**config.mk**
```make
export PLATFORM = sky130hd
export DESIGN_NAME = dmc_engine_flat
export DESIGN_NICKNAME = d
export VERILOG_FILES = /design/src/verilog/dmc_pkg.sv /design/src/verilog/dmc_if.sv /design/src/verilog/dmc_engine.sv /design/src/flat_wrapper.sv
export SDC_FILE = /design/constraint.sdc
export NUM_CORES = 1
export LEC_CHECK = 0
export BUFFER_PORTS_ARGS = -buffer_cell sky130_fd_sc_hd__clkbuf_2
export CELL_PAD_IN_SITES_DETAIL_PLACEMENT = 1
export CELL_PAD_IN_SITES_GLOBAL_PLACEMENT = 1
export CORE_MARGIN = 3
export CORE_UTILIZATION = 44
export DETAILED_ROUTE_END_ITERATION = 7
export GPL_TIMING_DRIVEN = 0
export PLACE_DENSITY_LB_ADDON = 0.1
export SLEW_MARGIN = 20
export SYNTH_ARGS = -nofsm -noshare
export SYNTH_HDL_FRONTEND = slang
export SYNTH_SLANG_ARGS = --single-unit
```
**constraint.sdc**
```tcl
create_clock -name clock -period 3 [get_ports clock]
set_input_delay 0.6 -clock clock [delete_from_list [all_inputs] [get_ports clock]]
set_output_delay 0.6 -clock clock [all_outputs]
set_load 0.1 [all_outputs]
```
**src/verilog/dmc_pkg.sv**
```systemverilog
// Purpose: shared constants and types of the three-channel transfer engine
// Assumes: 12-bit register file space, 8-bit data
// Notes:   Operation
package dmc_pkg;
  // device register map (12-bit register file addresses)
  localparam logic [11:0] DMC_CTL0   = 12'hFB0;
  localparam logic [11:0] DMC_IO0    = 12'hFB1;
  localparam logic [11:0] DMC_HN0    = 12'hFB2;
  localparam logic [11:0] DMC_START0 = 12'hFB3;
  localparam logic [11:0] DMC_END0   = 12'hFB4;
  localparam logic [11:0] DMC_CTL1   = 12'hFB8;
  localparam logic [11:0] DMC_IO1    = 12'hFB9;
  localparam logic [11:0] DMC_HN1    = 12'hFBA;
  localparam logic [11:0] DMC_START1 = 12'hFBB;
  localparam logic [11:0] DMC_END1   = 12'hFBC;
  localparam logic [11:0] DMC_ABASE  = 12'hFBD;
  localparam logic [11:0] DMC_ACTL   = 12'hFBE;
  localparam logic [11:0] DMC_ASTAT  = 12'hFBF;
  localparam logic [3:0]  DMC_PERIPH_NIB = 4'hF;
  localparam logic [7:0]  DMC_CTL_RST = 8'h00;
  // channel control fields
  localparam int DMC_B_EN   = 7;
  localparam int DMC_B_LOOP = 6;
  localparam int DMC_B_DIR  = 5;
  localparam int DMC_B_IE   = 4;
  localparam int DMC_B_WORD_SELECT_BIT = 3;
  // converter control: enable 7, irq 6, reserved 5:4, count 3:0
  localparam logic [7:0] DMC_ACTL_MASK = 8'hCF;
  // trigger select codes
  localparam logic [2:0] DMC_TS_UART0 = 3'h4;
  localparam logic [2:0] DMC_TS_UART1 = 3'h5;
  localparam logic [2:0] DMC_TS_TWI   = 3'h6;
  // trigger vector: 3:0 timers, 5:4 rx ready, 7:6 tx empty, 8 twi rx, 9 twi tx
  localparam int DMC_TRIG_W = 10;
  // host APB map (byte addresses)
  localparam logic [7:0] DMC_A_CTRL    = 8'h00;
  localparam logic [7:0] DMC_A_REGCMD  = 8'h04;
  localparam logic [7:0] DMC_A_REGSTAT = 8'h08;
  localparam logic [7:0] DMC_A_MEMCMD  = 8'h0C;
  localparam logic [7:0] DMC_A_MEMDATA = 8'h10;
  localparam logic [7:0] DMC_A_EVENT   = 8'h14;
  localparam logic [7:0] DMC_A_STATUS  = 8'h18;

  typedef enum logic [2:0] {
    DMC_S_IDLE  = 3'b000,
    DMC_S_REQ   = 3'b001,
    DMC_S_RWAIT = 3'b010,
    DMC_S_RCAP  = 3'b011,
    DMC_S_WDONE = 3'b100,
    DMC_S_REL   = 3'b101
  } dmc_state_t;
endpackage : dmc_pkg
```
**src/verilog/dmc_if.sv**
```systemverilog
`timescale 1ns/1ps
// Purpose: link between transfer engine and cpu/peripheral side
// Assumes: one clock, all signals synchronous
// Notes:   reg_* and mem_* answers come one cycle after the strobe
interface dmc_if;
  // register access into the engine
  logic        reg_wr;
  logic        reg_rd;
  logic [11:0] reg_addr;
  logic [7:0]  reg_wdata;
  logic [7:0]  reg_rdata;
  // system bus borrowing
  logic        bus_req;
  logic        bus_ack;
  logic [11:0] mem_addr;
  logic        mem_rd;
  logic        mem_wr;
  logic [7:0]  mem_wdata;
  logic [7:0]  mem_rdata;
  // peripheral triggers and converter
  logic [9:0]  trig;
  logic        adc_done;
  logic [9:0]  adc_data;
  logic        adc_start;
  logic [3:0]  adc_input;
  logic [2:0]  irq;

  modport dev (input reg_wr, reg_rd, reg_addr, reg_wdata, bus_ack, mem_rdata, trig,
               adc_done, adc_data,
               output reg_rdata, bus_req, mem_addr, mem_rd, mem_wr, mem_wdata,
               adc_start, adc_input, irq);
  modport host (output reg_wr, reg_rd, reg_addr, reg_wdata, bus_ack, mem_rdata, trig,
                adc_done, adc_data,
                input reg_rdata, bus_req, mem_addr, mem_rd, mem_wr, mem_wdata,
                adc_start, adc_input, irq);
endinterface : dmc_if

```
**src/verilog/dmc_engine.sv**
```systemverilog
`timescale 1ns/1ps
// Purpose: three-channel transfer engine, device end
// Assumes: bus_ack stays high while bus_req is high once granted
// Notes:   irq outputs are one-cycle pulses; indicators sit in status
module dmc_engine (
  // clock and reset
  input  wire logic clock,
  input  wire logic nrst,
  // link
  dmc_if.dev        lnk,
  // user side
  output logic [2:0] irq_flags,
  output logic       busy
);
  import dmc_pkg::*;

  typedef struct packed {
    logic [1:0][7:0]  ctl;
    logic [1:0][7:0]  io;
    logic [1:0][7:0]  hn;
    logic [1:0][7:0]  st_lo;
    logic [1:0][7:0]  end_lo;
    logic [1:0][11:0] cur;
    logic [7:0]       abase;
    logic [7:0]       actl;
    logic [3:0]       ain;
    logic [9:0]       adata;
    logic [2:0]       pend;
    logic [2:0]       irqf;
    logic [2:0]       irq;
    dmc_state_t       st;
    logic [1:0]       ch;
    logic             beat;
    logic             bus_req;
    logic [11:0]      mem_addr;
    logic             mem_rd;
    logic             mem_wr;
    logic [7:0]       mem_wdata;
    logic [7:0]       reg_rdata;
    logic             adc_start;
  } dmc_dev_t;

  dmc_dev_t s_ff;
  dmc_dev_t nxt_s;

  function automatic logic trig_hit(input logic ch, input logic [2:0] code,
                                    input logic [9:0] t);
    case (code)
      3'h0, 3'h1, 3'h2, 3'h3: trig_hit = t[code[1:0]];
      DMC_TS_UART0: trig_hit = ch ? t[6] : t[4];
      DMC_TS_UART1: trig_hit = ch ? t[7] : t[5];
      DMC_TS_TWI:   trig_hit = ch ? t[9] : t[8];
      default:      trig_hit = 1'b0;
    endcase
  endfunction : trig_hit

  // address of one side of a general transfer
  function automatic logic [11:0] side_addr(input dmc_dev_t s, input logic periph);
    logic g;
    g = s.ch[0];
    if (periph)
      side_addr = {DMC_PERIPH_NIB, s.io[g]} + {11'h000, s.beat};
    else
      side_addr = s.cur[g] + {11'h000, s.beat};
  endfunction : side_addr

  function automatic logic [11:0] adc_addr(input dmc_dev_t s);
    adc_addr = {s.abase[7:1], s.ain, s.beat};
  endfunction : adc_addr

  logic g;
  logic last_beat;

  always_comb begin
    nxt_s = s_ff;
    g = s_ff.ch[0];
    nxt_s.irq = 3'b000;
    nxt_s.adc_start = 1'b0;
    nxt_s.mem_rd = 1'b0;
    nxt_s.mem_wr = 1'b0;
    //////////////////////////////////////////////////////////////////////////
    // register access
    if (lnk.reg_wr) begin
      case (lnk.reg_addr)
        DMC_CTL0:   nxt_s.ctl[0] = lnk.reg_wdata;
        DMC_CTL1:   nxt_s.ctl[1] = lnk.reg_wdata;
        DMC_IO0:    nxt_s.io[0] = lnk.reg_wdata;
        DMC_IO1:    nxt_s.io[1] = lnk.reg_wdata;
        // one register holds both high nibbles: 3:0 for start, 7:4 for end
        DMC_HN0: begin
          nxt_s.hn[0] = lnk.reg_wdata;
          nxt_s.cur[0][11:8] = lnk.reg_wdata[3:0];
        end
        DMC_HN1: begin
          nxt_s.hn[1] = lnk.reg_wdata;
          nxt_s.cur[1][11:8] = lnk.reg_wdata[3:0];
        end
        DMC_START0: begin
          nxt_s.st_lo[0] = lnk.reg_wdata;
          nxt_s.cur[0][7:0] = lnk.reg_wdata;
        end
        DMC_START1: begin
          nxt_s.st_lo[1] = lnk.reg_wdata;
          nxt_s.cur[1][7:0] = lnk.reg_wdata;
        end
        DMC_END0:   nxt_s.end_lo[0] = lnk.reg_wdata;
        DMC_END1:   nxt_s.end_lo[1] = lnk.reg_wdata;
        DMC_ABASE:  nxt_s.abase = lnk.reg_wdata;
        DMC_ACTL: begin
          nxt_s.actl = lnk.reg_wdata & DMC_ACTL_MASK;
          if (!lnk.reg_wdata[DMC_B_EN])
            nxt_s.ain = 4'h0;
          else if (!s_ff.actl[DMC_B_EN]) begin
            nxt_s.ain = 4'h0;
            nxt_s.adc_start = 1'b1;
          end
        end
        default: ;
      endcase
    end
    if (lnk.reg_rd) begin
      case (lnk.reg_addr)
        DMC_CTL0:   nxt_s.reg_rdata = s_ff.ctl[0];
        DMC_CTL1:   nxt_s.reg_rdata = s_ff.ctl[1];
        DMC_IO0:    nxt_s.reg_rdata = s_ff.io[0];
        DMC_IO1:    nxt_s.reg_rdata = s_ff.io[1];
        DMC_HN0:    nxt_s.reg_rdata = s_ff.hn[0];
        DMC_HN1:    nxt_s.reg_rdata = s_ff.hn[1];
        DMC_START0: nxt_s.reg_rdata = s_ff.cur[0][7:0];
        DMC_START1: nxt_s.reg_rdata = s_ff.cur[1][7:0];
        DMC_END0:   nxt_s.reg_rdata = s_ff.end_lo[0];
        DMC_END1:   nxt_s.reg_rdata = s_ff.end_lo[1];
        DMC_ABASE:  nxt_s.reg_rdata = s_ff.abase;
        DMC_ACTL:   nxt_s.reg_rdata = s_ff.actl;
        DMC_ASTAT: begin
          nxt_s.reg_rdata = {s_ff.ain, 1'b0, s_ff.irqf};
          nxt_s.irqf = 3'b000;
        end
        default:    nxt_s.reg_rdata = 8'h00;
      endcase
    end
    //////////////////////////////////////////////////////////////////////////
    // transfer sequencer
    // word mode two beats
    last_beat = s_ff.beat || (!s_ff.ch[1] && !s_ff.ctl[g][DMC_B_WORD_SELECT_BIT]);
    case (s_ff.st)
      DMC_S_IDLE: begin
        nxt_s.beat = 1'b0;
        if (s_ff.pend[0])
          nxt_s.ch = 2'd0;
        else if (s_ff.pend[1])
          nxt_s.ch = 2'd1;
        else
          nxt_s.ch = 2'd2;
        if (|s_ff.pend) begin
          nxt_s.bus_req = 1'b1;
          nxt_s.st = DMC_S_REQ;
        end
      end
      DMC_S_REQ: begin
        if (lnk.bus_ack) begin
          if (s_ff.ch[1]) begin
            nxt_s.mem_addr = adc_addr(s_ff);
            nxt_s.mem_wdata = {6'h00, s_ff.adata[9:8]};
            nxt_s.mem_wr = 1'b1;
            nxt_s.st = DMC_S_WDONE;
          end else begin
            nxt_s.mem_addr = side_addr(s_ff, s_ff.ctl[g][DMC_B_DIR]);
            nxt_s.mem_rd = 1'b1;
            nxt_s.st = DMC_S_RWAIT;
          end
        end
      end
      DMC_S_RWAIT: nxt_s.st = DMC_S_RCAP;
      DMC_S_RCAP: begin
        nxt_s.mem_addr = side_addr(s_ff, !s_ff.ctl[g][DMC_B_DIR]);
        nxt_s.mem_wdata = lnk.mem_rdata;
        nxt_s.mem_wr = 1'b1;
        nxt_s.st = DMC_S_WDONE;
      end
      DMC_S_WDONE: begin
        if (!last_beat) begin
          nxt_s.beat = 1'b1;
          if (s_ff.ch[1]) begin
            nxt_s.mem_addr = {s_ff.abase[7:1], s_ff.ain, 1'b1};
            nxt_s.mem_wdata = s_ff.adata[7:0];
            nxt_s.mem_wr = 1'b1;
            nxt_s.st = DMC_S_WDONE;
          end else begin
            nxt_s.mem_addr = side_addr(s_ff, s_ff.ctl[g][DMC_B_DIR]) | 12'h001;
            nxt_s.mem_rd = 1'b1;
            nxt_s.st = DMC_S_RWAIT;
          end
        end else begin
          nxt_s.bus_req = 1'b0;
          nxt_s.pend[s_ff.ch] = 1'b0;
          nxt_s.st = DMC_S_REL;
          if (s_ff.ch[1]) begin
            if (s_ff.ain == s_ff.actl[3:0]) begin
              nxt_s.ain = 4'h0;
              if (s_ff.actl[DMC_B_LOOP]) begin
                nxt_s.irq[2] = 1'b1;
                nxt_s.irqf[2] = 1'b1;
              end
            end else begin
              nxt_s.ain = s_ff.ain + 4'h1;
            end
            nxt_s.adc_start = 1'b1;
          end else if (s_ff.cur[g] == {s_ff.hn[g][7:4], s_ff.end_lo[g]}) begin
            nxt_s.cur[g] = {s_ff.hn[g][3:0], s_ff.st_lo[g]};
            if (s_ff.ctl[g][DMC_B_IE]) begin
              nxt_s.irq[g] = 1'b1;
              nxt_s.irqf[g] = 1'b1;
            end
            if (!s_ff.ctl[g][DMC_B_LOOP])
              nxt_s.ctl[g][DMC_B_EN] = 1'b0;
          end else begin
            nxt_s.cur[g] = s_ff.cur[g] + (s_ff.ctl[g][DMC_B_WORD_SELECT_BIT] ? 12'h002 : 12'h001);
          end
        end
      end
      // wait for the grant to drop so a stale ack is never taken
      DMC_S_REL: begin
        if (!lnk.bus_ack)
          nxt_s.st = DMC_S_IDLE;
      end
      default: nxt_s.st = DMC_S_IDLE;
    endcase
    //////////////////////////////////////////////////////////////////////////
    // trigger capture; last so a set beats the same-cycle clear
    for (int i = 0; i < 2; i++) begin
      if (s_ff.ctl[i][DMC_B_EN] && trig_hit(i[0], s_ff.ctl[i][2:0], lnk.trig))
        nxt_s.pend[i] = 1'b1;
    end
    if (lnk.adc_done && s_ff.actl[DMC_B_EN] && !(s_ff.ch[1] && s_ff.st != DMC_S_IDLE)) begin
      nxt_s.adata = lnk.adc_data;
      nxt_s.pend[2] = 1'b1;
    end
  end

  always_ff @(posedge clock or negedge nrst) begin
    if (!nrst) begin
      s_ff <= '0;
      s_ff.st <= DMC_S_IDLE;
    end else begin
      s_ff <= nxt_s;
    end
  end

  assign lnk.reg_rdata = s_ff.reg_rdata;
  assign lnk.bus_req   = s_ff.bus_req;
  assign lnk.mem_addr  = s_ff.mem_addr;
  assign lnk.mem_rd    = s_ff.mem_rd;
  assign lnk.mem_wr    = s_ff.mem_wr;
  assign lnk.mem_wdata = s_ff.mem_wdata;
  assign lnk.adc_start = s_ff.adc_start;
  assign lnk.adc_input = s_ff.ain;
  assign lnk.irq       = s_ff.irq;
  assign irq_flags     = s_ff.irqf;
  assign busy          = s_ff.bus_req;
endmodule : dmc_engine

```
**src/flat_wrapper.sv**
```systemverilog
// flat-port wrapper written by rule: the top's interface ports become plain ports
module dmc_engine_flat import dmc_pkg::*;
  (clock, nrst, irq_flags, busy, lnk_reg_wr, lnk_reg_rd, lnk_reg_addr, lnk_reg_wdata, lnk_bus_ack, lnk_mem_rdata, lnk_trig, lnk_adc_done, lnk_adc_data, lnk_reg_rdata, lnk_bus_req, lnk_mem_addr, lnk_mem_rd, lnk_mem_wr, lnk_mem_wdata, lnk_adc_start, lnk_adc_input, lnk_irq);
  dmc_if lnk_i ();
  input  wire logic clock;
  input  wire logic nrst;
  output logic [2:0] irq_flags;
  output logic busy;
  input wire logic [$bits(lnk_i.reg_wr)-1:0] lnk_reg_wr;
  input wire logic [$bits(lnk_i.reg_rd)-1:0] lnk_reg_rd;
  input wire logic [$bits(lnk_i.reg_addr)-1:0] lnk_reg_addr;
  input wire logic [$bits(lnk_i.reg_wdata)-1:0] lnk_reg_wdata;
  input wire logic [$bits(lnk_i.bus_ack)-1:0] lnk_bus_ack;
  input wire logic [$bits(lnk_i.mem_rdata)-1:0] lnk_mem_rdata;
  input wire logic [$bits(lnk_i.trig)-1:0] lnk_trig;
  input wire logic [$bits(lnk_i.adc_done)-1:0] lnk_adc_done;
  input wire logic [$bits(lnk_i.adc_data)-1:0] lnk_adc_data;
  output wire logic [$bits(lnk_i.reg_rdata)-1:0] lnk_reg_rdata;
  output wire logic [$bits(lnk_i.bus_req)-1:0] lnk_bus_req;
  output wire logic [$bits(lnk_i.mem_addr)-1:0] lnk_mem_addr;
  output wire logic [$bits(lnk_i.mem_rd)-1:0] lnk_mem_rd;
  output wire logic [$bits(lnk_i.mem_wr)-1:0] lnk_mem_wr;
  output wire logic [$bits(lnk_i.mem_wdata)-1:0] lnk_mem_wdata;
  output wire logic [$bits(lnk_i.adc_start)-1:0] lnk_adc_start;
  output wire logic [$bits(lnk_i.adc_input)-1:0] lnk_adc_input;
  output wire logic [$bits(lnk_i.irq)-1:0] lnk_irq;
  assign lnk_i.reg_wr = lnk_reg_wr;
  assign lnk_i.reg_rd = lnk_reg_rd;
  assign lnk_i.reg_addr = lnk_reg_addr;
  assign lnk_i.reg_wdata = lnk_reg_wdata;
  assign lnk_i.bus_ack = lnk_bus_ack;
  assign lnk_i.mem_rdata = lnk_mem_rdata;
  assign lnk_i.trig = lnk_trig;
  assign lnk_i.adc_done = lnk_adc_done;
  assign lnk_i.adc_data = lnk_adc_data;
  assign lnk_reg_rdata = lnk_i.reg_rdata;
  assign lnk_bus_req = lnk_i.bus_req;
  assign lnk_mem_addr = lnk_i.mem_addr;
  assign lnk_mem_rd = lnk_i.mem_rd;
  assign lnk_mem_wr = lnk_i.mem_wr;
  assign lnk_mem_wdata = lnk_i.mem_wdata;
  assign lnk_adc_start = lnk_i.adc_start;
  assign lnk_adc_input = lnk_i.adc_input;
  assign lnk_irq = lnk_i.irq;
  dmc_engine u_core (.clock(clock), .nrst(nrst), .lnk(lnk_i), .irq_flags(irq_flags), .busy(busy));
endmodule
```
==> Word-level counts from Yosys, hierarchy flattened <==
Index checks and enable logic that the tools add are counted.
{ "totals": {"input_bits": 54, "out_inout_bits": 43, "wordCells": 242, "regBits": 179} }
{ "op_classes": {"magnitude_cmp": 7, "n_reduce_logical": 46, "n_eq_ne": 39, "mux": 110, "add_sub_neg": 4, "bitwise_logic": 5} }
{ "op_table": {"columns": ["cell", "n"], "rows": [
  ["two-way mux 8 bit", 22],
  ["== test 12 bit (second input constant)", 13],
  ["two-way mux 124 bit", 1],
  ["one-hot mux 8 bit (13 select lines)", 1],
  ["two-way mux 12 bit", 8],
  ["two-way mux 24 bit", 4],
  ["two-way mux 16 bit", 5],
  ["bitwise mux 24 bit", 2],
  ["two-way mux 22 bit", 2],
  ["two-way mux 9 bit", 4],
  ["one-hot mux 12 bit (3 select lines)", 1],
  ["two-way mux 4 bit", 8],
  ["AND reduction 2 bit", 14],
  ["one-hot mux 9 bit (3 select lines)", 1],
  ["== test 3 bit (second input constant)", 8],
  ["two-way mux 1 bit", 24],
  ["two-way mux 3 bit", 7],
  ["== test 3 x 2 -> 1 bit (second input constant)", 6],
  ["one-hot mux 3 bit (6 select lines)", 1],
  ["AND 16 bit", 1],
  ["NOT 16 bit", 1],
  ["two-way mux 7 bit", 2],
  ["nonzero test 2 bit", 7],
  ["adder 12 x 1 -> 12 bit", 1],
  ["other kinds (36)", 67]
]} }

==> Logic depth before layout (Yosys ltp) <==
Gate-level depths: netlist (run 1).
{ "logic_depth": {"word_depth": 11, "mapped_depth": 13, "mapped_depth_nobuf": 9} }

==> Least setup slack after synthesis (run 1) <==
Ideal clock, no wire load.
{ "synth_timing": {"path_kind": "reg-to-reg", "from": "register u_core.s_ff (netlist bit u_core.g)", "to": "register u_core.s_ff[87] in the netlist's numbering", "synth_period_minus_slack_ns": 2.616, "required_time_ns": 2.874, "t_arrival_ns": 2.490, "slack_ns": 0.384, "setup_ns": 0.126, "path_stages_with_launch": 14, "path_buffers": 4, "cell_sequence": "dfrtp_1 buf_6 buf_6 buf_6 buf_4 mux2_2 ha_1 inv_1 fa_1 a221oi_2 nand3_1 xor2_1 mux2i_1 mux2i_1"} }
{ "synth_lines": {"columns": ["element", "line", "source"], "rows": [
  ["from (decl)", "dmc_engine.sv:43", "dmc_dev_t s_ff;"],
  ["from (signal assigned)", "dmc_engine.sv:246", "s_ff <= nxt_s;"]
]} }

==> results of run 1 <==
==> kinds of logic after synthesis <==
kind of cell,after synthesis,share of synthesized area
xor+xnor,56,0.0449
mux,220,0.223
flops,179,0.410
compound gates,178,0.124
simple gates,231,0.123
fa+ha+maj,8,0.00985
buf+inv,119,0.0663
==> power by group <==
group	switching [W]	leakage, nW	internal [W]
logic	0.00349	3.29	0.00173
clock network	0.00111	0.277	0.00110
registers	0.000585	2.34	0.00277
total	0.00518	5.90	0.00561
==> worst max-delay path: stages (launching register included) <==
cell	delay (ps)
sky130_fd_sc_hd__dfrtp_1	380
sky130_fd_sc_hd__buf_6	150
sky130_fd_sc_hd__buf_6	160
sky130_fd_sc_hd__buf_8	170
sky130_fd_sc_hd__mux2_2	280
sky130_fd_sc_hd__ha_1	180
sky130_fd_sc_hd__inv_1	70
sky130_fd_sc_hd__fa_2	400
sky130_fd_sc_hd__a221oi_2	270
sky130_fd_sc_hd__nand3_1	200
sky130_fd_sc_hd__xor2_2	210
sky130_fd_sc_hd__mux2i_1	150
sky130_fd_sc_hd__mux2i_1	90
==> registers in the layout (all words and copies together), names as in the netlist <==
register and count:
u_core.s_ff 136, u_core.lnk.mem_addr 12, u_core.lnk.mem_wdata 8, u_core.lnk.reg_rdata 8
u_core.lnk.adc_input 4, u_core.irq_flags 3, u_core.lnk.irq 3, u_core.busy 1
u_core.g 1, u_core.lnk.adc_start 1, u_core.lnk.mem_rd 1, u_core.lnk.mem_wr 1
==> layer usage <==
metal / vias up / GRT usage / wire [um]
met1: 4528 / 0.390 / 16300
met4: 0 / 0.0988 / 1260
met5: - / 0 / 0
li1: 3851 / - / -
met2: 327 / 0.458 / 17700
met3: 64 / 0.0469 / 2330
==> cell type report <==
type	instances	area share
multi-input combinational	693	0.461
clock inverter	14	0.0115
buffer	92	0.0500
clock buffer	17	0.0342
inverter	26	0.00783
timing repair buffer	98	0.0437
sequential	179	0.360
tap	324	0.0325
==> stage by stage <==
step | cells | instance area, sq um | TNS, ps
5_1_grt | 1443 | 12500 | 0
3_5_place_dp | 1413 | 11900 | -643
6_report | 1443 | 12500 | 0
2_1_floorplan | 991 | 10900 | 0
4_1_cts | 1443 | 12400 | 0
3_3_place_gp | 1411 | 11800 | -392630
==> Yosys cell counts, types with 8 or more instances <==
library cell               number
sky130_fd_sc_hd__o21ai_0       28
sky130_fd_sc_hd__inv_1         25
sky130_fd_sc_hd__nor2_1        38
sky130_fd_sc_hd__nand2b_1      11
sky130_fd_sc_hd__nor3_1        13
sky130_fd_sc_hd__dfrtp_1      179
sky130_fd_sc_hd__buf_4         44
sky130_fd_sc_hd__a21oi_1       26
sky130_fd_sc_hd__and3_1         8
sky130_fd_sc_hd__buf_2         24
sky130_fd_sc_hd__buf_6         11
sky130_fd_sc_hd__mux2_2       108
sky130_fd_sc_hd__nand3b_1      10
sky130_fd_sc_hd__xnor2_1       21
sky130_fd_sc_hd__mux2i_1      103
sky130_fd_sc_hd__a22oi_1       24
sky130_fd_sc_hd__nand2_1       65
sky130_fd_sc_hd__xor2_1        35
sky130_fd_sc_hd__nand3_1       24
sky130_fd_sc_hd__clkbuf_1      14
==> repair_timing <==
action / in CTS / in global routing
setup endpoints to repair: 14 / 9
hold buffers: 0 / 0
endpoints found under the hold margin: 0 / 0
pin swaps: 0 / 0
resized for setup: 2 / 4
==> worst min-delay path by stage <==
stage / depth (start not counted) / slack [ps] / endpoint / startpoint
3_5_place_dp: 1 / 470 / u_core.s_ff[34] / u_core.s_ff[44]
6_report: 1 / 60 / u_core.lnk.mem_rd / nrst
2_1_floorplan: 0 / 300 / u_core.busy / nrst
5_1_grt: 1 / 80 / u_core.lnk.mem_rd / nrst
3_3_place_gp: 2 / 470 / u_core.lnk.mem_wdata[5] / u_core.s_ff[52]
4_1_cts: 1 / 70 / u_core.lnk.mem_rd / nrst
==> results.md, run 1 <==
| Item | This run |
| --- | --- |
| Number of I/O port buffers | 96 |
| Initial antenna violation count | 0 |
| Layout cells sized above 1 | 0.328 |
| Synth Net Count | 1,053 |
| Final antenna-violating net count | 0 |
| CP Capture Point | u_core.s_ff[99] |
| Routed len/inst | 26.0 um |
| Diodes inserted | 0 |
| Clock Tree Root | sky130_fd_sc_hd__clkbuf_16 |
| WP data required | 3320 ps |
| Instance count of the mapped netlist | 991 |
| Post-synthesis average cell area | 11.0 sq um |
| DIE AREA | 26,700 sq um |
| Post-CTS Repair Setup Buffers | 0 |
| Vias after detailed routing | 8,770 |
| Async set-or-reset flop fraction in the synthesized netlist | 1.00 |
| Minimum setup slack in the final design | 146 ps |
| Origin of the worst setup path | u_core.g |
| Vertical die dimension | 164 um |
| Unrepaired setup endpoints after global routing | no |
| Data arrival, critical path | 3170 ps |
| Minimum setup slack after placement | -159 ps |
| Worst slew margin relative to its limit | 0.319 |
| Final clock period utilization by the worst path | 0.951 |
| Drc violations | 0 |
| Std-Cell Core Area | 24,300 sq um |
| Total count of hold-check failures in the final report | 0 |
| Clk slew on worst S/H paths | 80 ps |
| Slack of the worst reg-to-reg path | 150 ps |
| TritonCTS clock tree | built |
| Number of fillers in the final layout | 2,674 |
| Floorplan row count | 57 |
| Critical Path Fanout Max | 19 |
| Final layout net count | 1,169 |
| Startpoint of the worst-slack reg-to-reg timing path | u_core.g |
| Pre-antenna DRT Iters | 5 |
| Global-route total usage across every layer | 0.284 |
| Starting Density | 0.449 |
| TritonCTS sink count | 179 |
| Worst Tran Pin Value | 1020 ps |
| Most common cell after layout, fill and taps aside | sky130_fd_sc_hd__dfrtp_1 |
| Endpoint of the most critical register-to-register path | u_core.s_ff[99] |
| Reported max-cap violation count | 0 |
| Maximum number of pins on one net before global-route repair | 79 |
| Depth of the most critical reg-to-reg path | 12 |
| Yosys top cell by area | sky130_fd_sc_hd__dfrtp_1 |
| Number of synthesized flops with an enable pin | 0 |
| Vias per Instance | 6.08 |
| Path category of the worst min-delay check | in -> async |
| Power per Cell Area | 867 nW/um^2 |
| Most used flip-flop cell after synthesis | sky130_fd_sc_hd__dfrtp_1 |
| Top post-synthesis cells by area | sky130_fd_sc_hd__dfrtp_1 (41%), sky130_fd_sc_hd__mux2_2 (11%), sky130_fd_sc_hd__mux2i_1 (9.4%) |
| Io pins | 97 |
| Post-layout util | 0.512 |
| Number of distinct library cells after synthesis | 83 |
| Leak | 5.90 nW |
| First-pass GRT wire length | 56,400 um |
| Most used cells in the layout excluding fill and tap cells | sky130_fd_sc_hd__dfrtp_1 (179), sky130_fd_sc_hd__mux2_2 (108), sky130_fd_sc_hd__mux2i_1 (102), sky130_fd_sc_hd__clkbuf_2 (95), sky130_fd_sc_hd__nand2_1 (65) |
| Iteration-0 DRC count of the detailed router | 680 |
| Level count of the clock H-tree | 4 |
| Multi-input combinational cell area | 5740 sq um |
| Critical Setup Path Class | reg -> reg |
| Worst skew pair latency | 440 ps |
| Final count of negative-setup-slack endpoints | 0 |
| Total count of max-transition violations in the final report | 0 |
| Routed wire length | 37,600 um |
| IR drop worst, VDD | 0.542 mV |
| Netlist area before placement | 10,900 sq um |
| Num CTS Buffers | 17 |
| Min cycle time layout | 2850 ps |
| Register Area | 4480 sq um |
| Sum of internal, switching and leakage power | 0.0108 W |
| Remaining Overflow, GRT | 0 |
| Achievable clock frequency | 350 MHz |
| Post-detail-place hpwl | 28,200 um |
| Number of global-route vias before repair | 8,917 |
| Maximum count of clock buffers along a single path | 2 |
| Final estimated routing congestion in global placement | 0.950 |
| Synthesis warning total | 0 |
| Synth-to-layout area growth | 14.1% |
| Clk_skew | 13.9 ps |
| Crit end category | flop |
| Final hold slack | 59.8 ps |
| Area fraction of the dominant cell type after synthesis | 0.410 |
| Width of the die | 164 um |
| Run status | finished clean |
| Total of flip-flops plus latches after synthesis | 179 |
| Proportion of synthesized chip area in sequential cells | 0.410 |
| Category of the worst setup path launch point | flop |
Power figures use the tool's default switching activity.
==> run 2: changes to the inputs <==
--- a/config.mk
+++ b/config.mk
@@ -11,7 +11,6 @@
 export CORE_MARGIN = 3
 export CORE_UTILIZATION = 44
 export DETAILED_ROUTE_END_ITERATION = 7
-export GPL_TIMING_DRIVEN = 0
 export PLACE_DENSITY_LB_ADDON = 0.1
 export SLEW_MARGIN = 20
 export SYNTH_ARGS = -nofsm -noshare
==> constraint.sdc (replaced) <==
create_clock -name clock -period 2.9 [get_ports clock]
set_input_delay 0.58 -clock clock [delete_from_list [all_inputs] [get_ports clock]]
set_output_delay 0.58 -clock clock [all_outputs]
set_load 0.1 [all_outputs]
==> run 2 against run 1 <==
Net effect:
- worst setup slack improved by 170 ps
- hold slack better by 39 ps
- core utilization decreased by 0.68 points
- clock-buffer cell count stayed put
- critical endpoint is now u_core.s_ff[86]
==> results.md, run 2 (same netlist as run 1, synthesis figures left out) <==
| Item | This run |
| --- | --- |
| Layout cells sized above 1 | 0.315 |
| Minimum setup slack after placement | 358 ps |
| Number of global-route vias before repair | 8,656 |
| Cell area after placement | 11,700 sq um |
| DIE AREA | 26,700 sq um |
| Origin of the worst setup path | u_core.g |
| First-pass GRT wire length | 55,500 um |
| Data arrival, critical path | 2930 ps |
| Final layout net count | 1,129 |
| Pre-antenna DRT Iters | 5 |
| Min cycle time layout | 2580 ps |
| Path category of the worst min-delay check | in -> async |
| Number of fillers in the final layout | 2,657 |
| TritonCTS clock tree | built |
| Post-detail-place hpwl | 27,100 um |
| Multi-input combinational cell area | 5740 sq um |
| Final TNS setup | 0 ps |
| Floorplan row count | 57 |
| Vias per Instance | 6.00 |
| Drc violations | 0 |
| Clk_skew | 14.3 ps |
| Vertical die dimension | 164 um |
| Level count of the clock H-tree | 4 |
| Total count of max-transition violations in the final report | 0 |
| IR drop worst, VDD | 0.510 mV |
| Final instance area | 12,300 sq um |
| Num CTS Buffers | 17 |
| Synth-to-layout area growth | 12.6% |
| Vias after detailed routing | 8,427 |
| Leak | 5.77 nW |
| Worst Tran Pin Value | 881 ps |
| Critical Setup Path Class | reg -> reg |
| Iteration-0 DRC count of the detailed router | 698 |
| Most used cells in the layout excluding fill and tap cells | sky130_fd_sc_hd__dfrtp_1 (178), sky130_fd_sc_hd__mux2_2 (108), sky130_fd_sc_hd__mux2i_1 (103), sky130_fd_sc_hd__clkbuf_2 (95), sky130_fd_sc_hd__nand2_1 (65) |
| Std-Cell Core Area | 24,300 sq um |
| Clk slew on worst S/H paths | 80 ps |
| Cts hold-fix bufs | 0 |
| Final count of negative-setup-slack endpoints | 0 |
| Unrepaired setup endpoints after global routing | no |
| Io pins | 97 |
| Sum of internal, switching and leakage power | 0.0111 W |
| Slack of the worst reg-to-reg path | 320 ps |
| Maximum number of pins on one net before global-route repair | 51 |
| Maximum count of clock buffers along a single path | 2 |
| Total count of hold-check failures in the final report | 0 |
| Global-route total usage across every layer | 0.277 |
| Number of I/O port buffers | 96 |
| Reported max-cap violation count | 0 |
| Diodes inserted | 0 |
| Initial antenna violation count | 1 |
| Category of the worst setup path launch point | flop |
| Final estimated routing congestion in global placement | 0.944 |
| Width of the die | 164 um |
| Most common cell after layout, fill and taps aside | sky130_fd_sc_hd__dfrtp_1 |
| Achievable clock frequency | 387 MHz |
| Starting Density | 0.449 |
| Final antenna-violating net count | 0 |
| TritonCTS sink count | 179 |
| Resized cells post-CTS | 0 |
| Register Area | 4480 sq um |
| Post-CTS Repair Setup Buffers | 0 |
| Remaining Overflow, GRT | 0 |
| Number of flip-flops in the largest register | 136 |
| Run status | finished clean |
| Power per Cell Area | 903 nW/um^2 |
| Worst slew margin relative to its limit | 0.408 |
| Startpoint of the worst-slack reg-to-reg timing path | u_core.g |
| Routed wire length | 36,200 um |
| Largest Register | u_core.s_ff |
| WP data required | 3250 ps |
| Worst skew pair latency | 440 ps |
| Crit end category | flop |
| Post-layout util | 0.505 |
| Routed len/inst | 25.8 um |
| Critical Path Fanout Max | 6 |
| Minimum setup slack in the final design | 317 ps |
| Clock Tree Root | sky130_fd_sc_hd__clkbuf_16 |
| Final clock period utilization by the worst path | 0.891 |
==> run 2: cell types whose count changed in the layout (fill, tap and decap cells not counted), moves of 2 or more <==
cell,change
sky130_fd_sc_hd__buf_4,+8
sky130_fd_sc_hd__buf_16,-2
sky130_fd_sc_hd__clkinv_4,-3
sky130_fd_sc_hd__clkbuf_1,-14
sky130_fd_sc_hd__buf_6,-10
sky130_fd_sc_hd__buf_12,+3
sky130_fd_sc_hd__clkinv_8,+4
sky130_fd_sc_hd__inv_8,-3
sky130_fd_sc_hd__buf_2,-24
sky130_fd_sc_hd__inv_12,+3
==> run 2: cell type report <==
class                           instances  share of cell area
Clock buffer                           17              0.0346
Clock inverter                         15              0.0173
Inverter                               26             0.00794
Multi-Input combinational cell        693               0.467
Sequential cell                       179               0.365
Tap cell                              324              0.0330
Timing Repair Buffer                  150              0.0758
==> run 2: layer usage <==
metal,part of all wire,vias up,GRT usage
met5,0,-,0
met4,0.025,0,0.0754
met3,0.048,44,0.0383
met2,0.48,283,0.453
met1,0.45,4325,0.387
li1,-,3775,-
==> run 2: critical path, stage by stage (launching register included) <==
cell                      delay, ps
sky130_fd_sc_hd__dfrtp_2        470
sky130_fd_sc_hd__mux2i_2        270
sky130_fd_sc_hd__buf_4          190
sky130_fd_sc_hd__inv_2           80
sky130_fd_sc_hd__ha_1           280
sky130_fd_sc_hd__a21oi_1         60
sky130_fd_sc_hd__nor2_1         380
sky130_fd_sc_hd__nand3_1        160
sky130_fd_sc_hd__xor2_1         290
sky130_fd_sc_hd__mux2i_1        120
sky130_fd_sc_hd__mux2i_1        190
==> run 2: where the power goes <==
group	total (W)	internal (W)	switching, W
Sequential	0.00349	0.00287	0.000617
Clock	0.00249	0.00121	0.00128
Combinational	0.00512	0.00165	0.00348
Total	0.0111	0.00573	0.00537
==> run 2: per-stage QoR <==
step | hold slack, ps | std cells
2_1_floorplan | 284 | 991
5_1_grt | 120 | 1404
3_5_place_dp | 477 | 1372
4_1_cts | 102 | 1404
3_3_place_gp | 466 | 1372
6_report | 98.5 | 1404
==> run 2: worst paths after layout <==
kind                                      endpoint  cells past startpoint
max in group asynchronous         u_core.s_ff[162]                      2
setup reg to reg                   u_core.s_ff[86]                     10
min in group clock         u_core.lnk.mem_wdata[0]                      3
hold reg to reg                    u_core.s_ff[34]                      1
setup / recovery                   u_core.s_ff[86]                     10
hold / removal              u_core.lnk.mem_addr[8]                      1
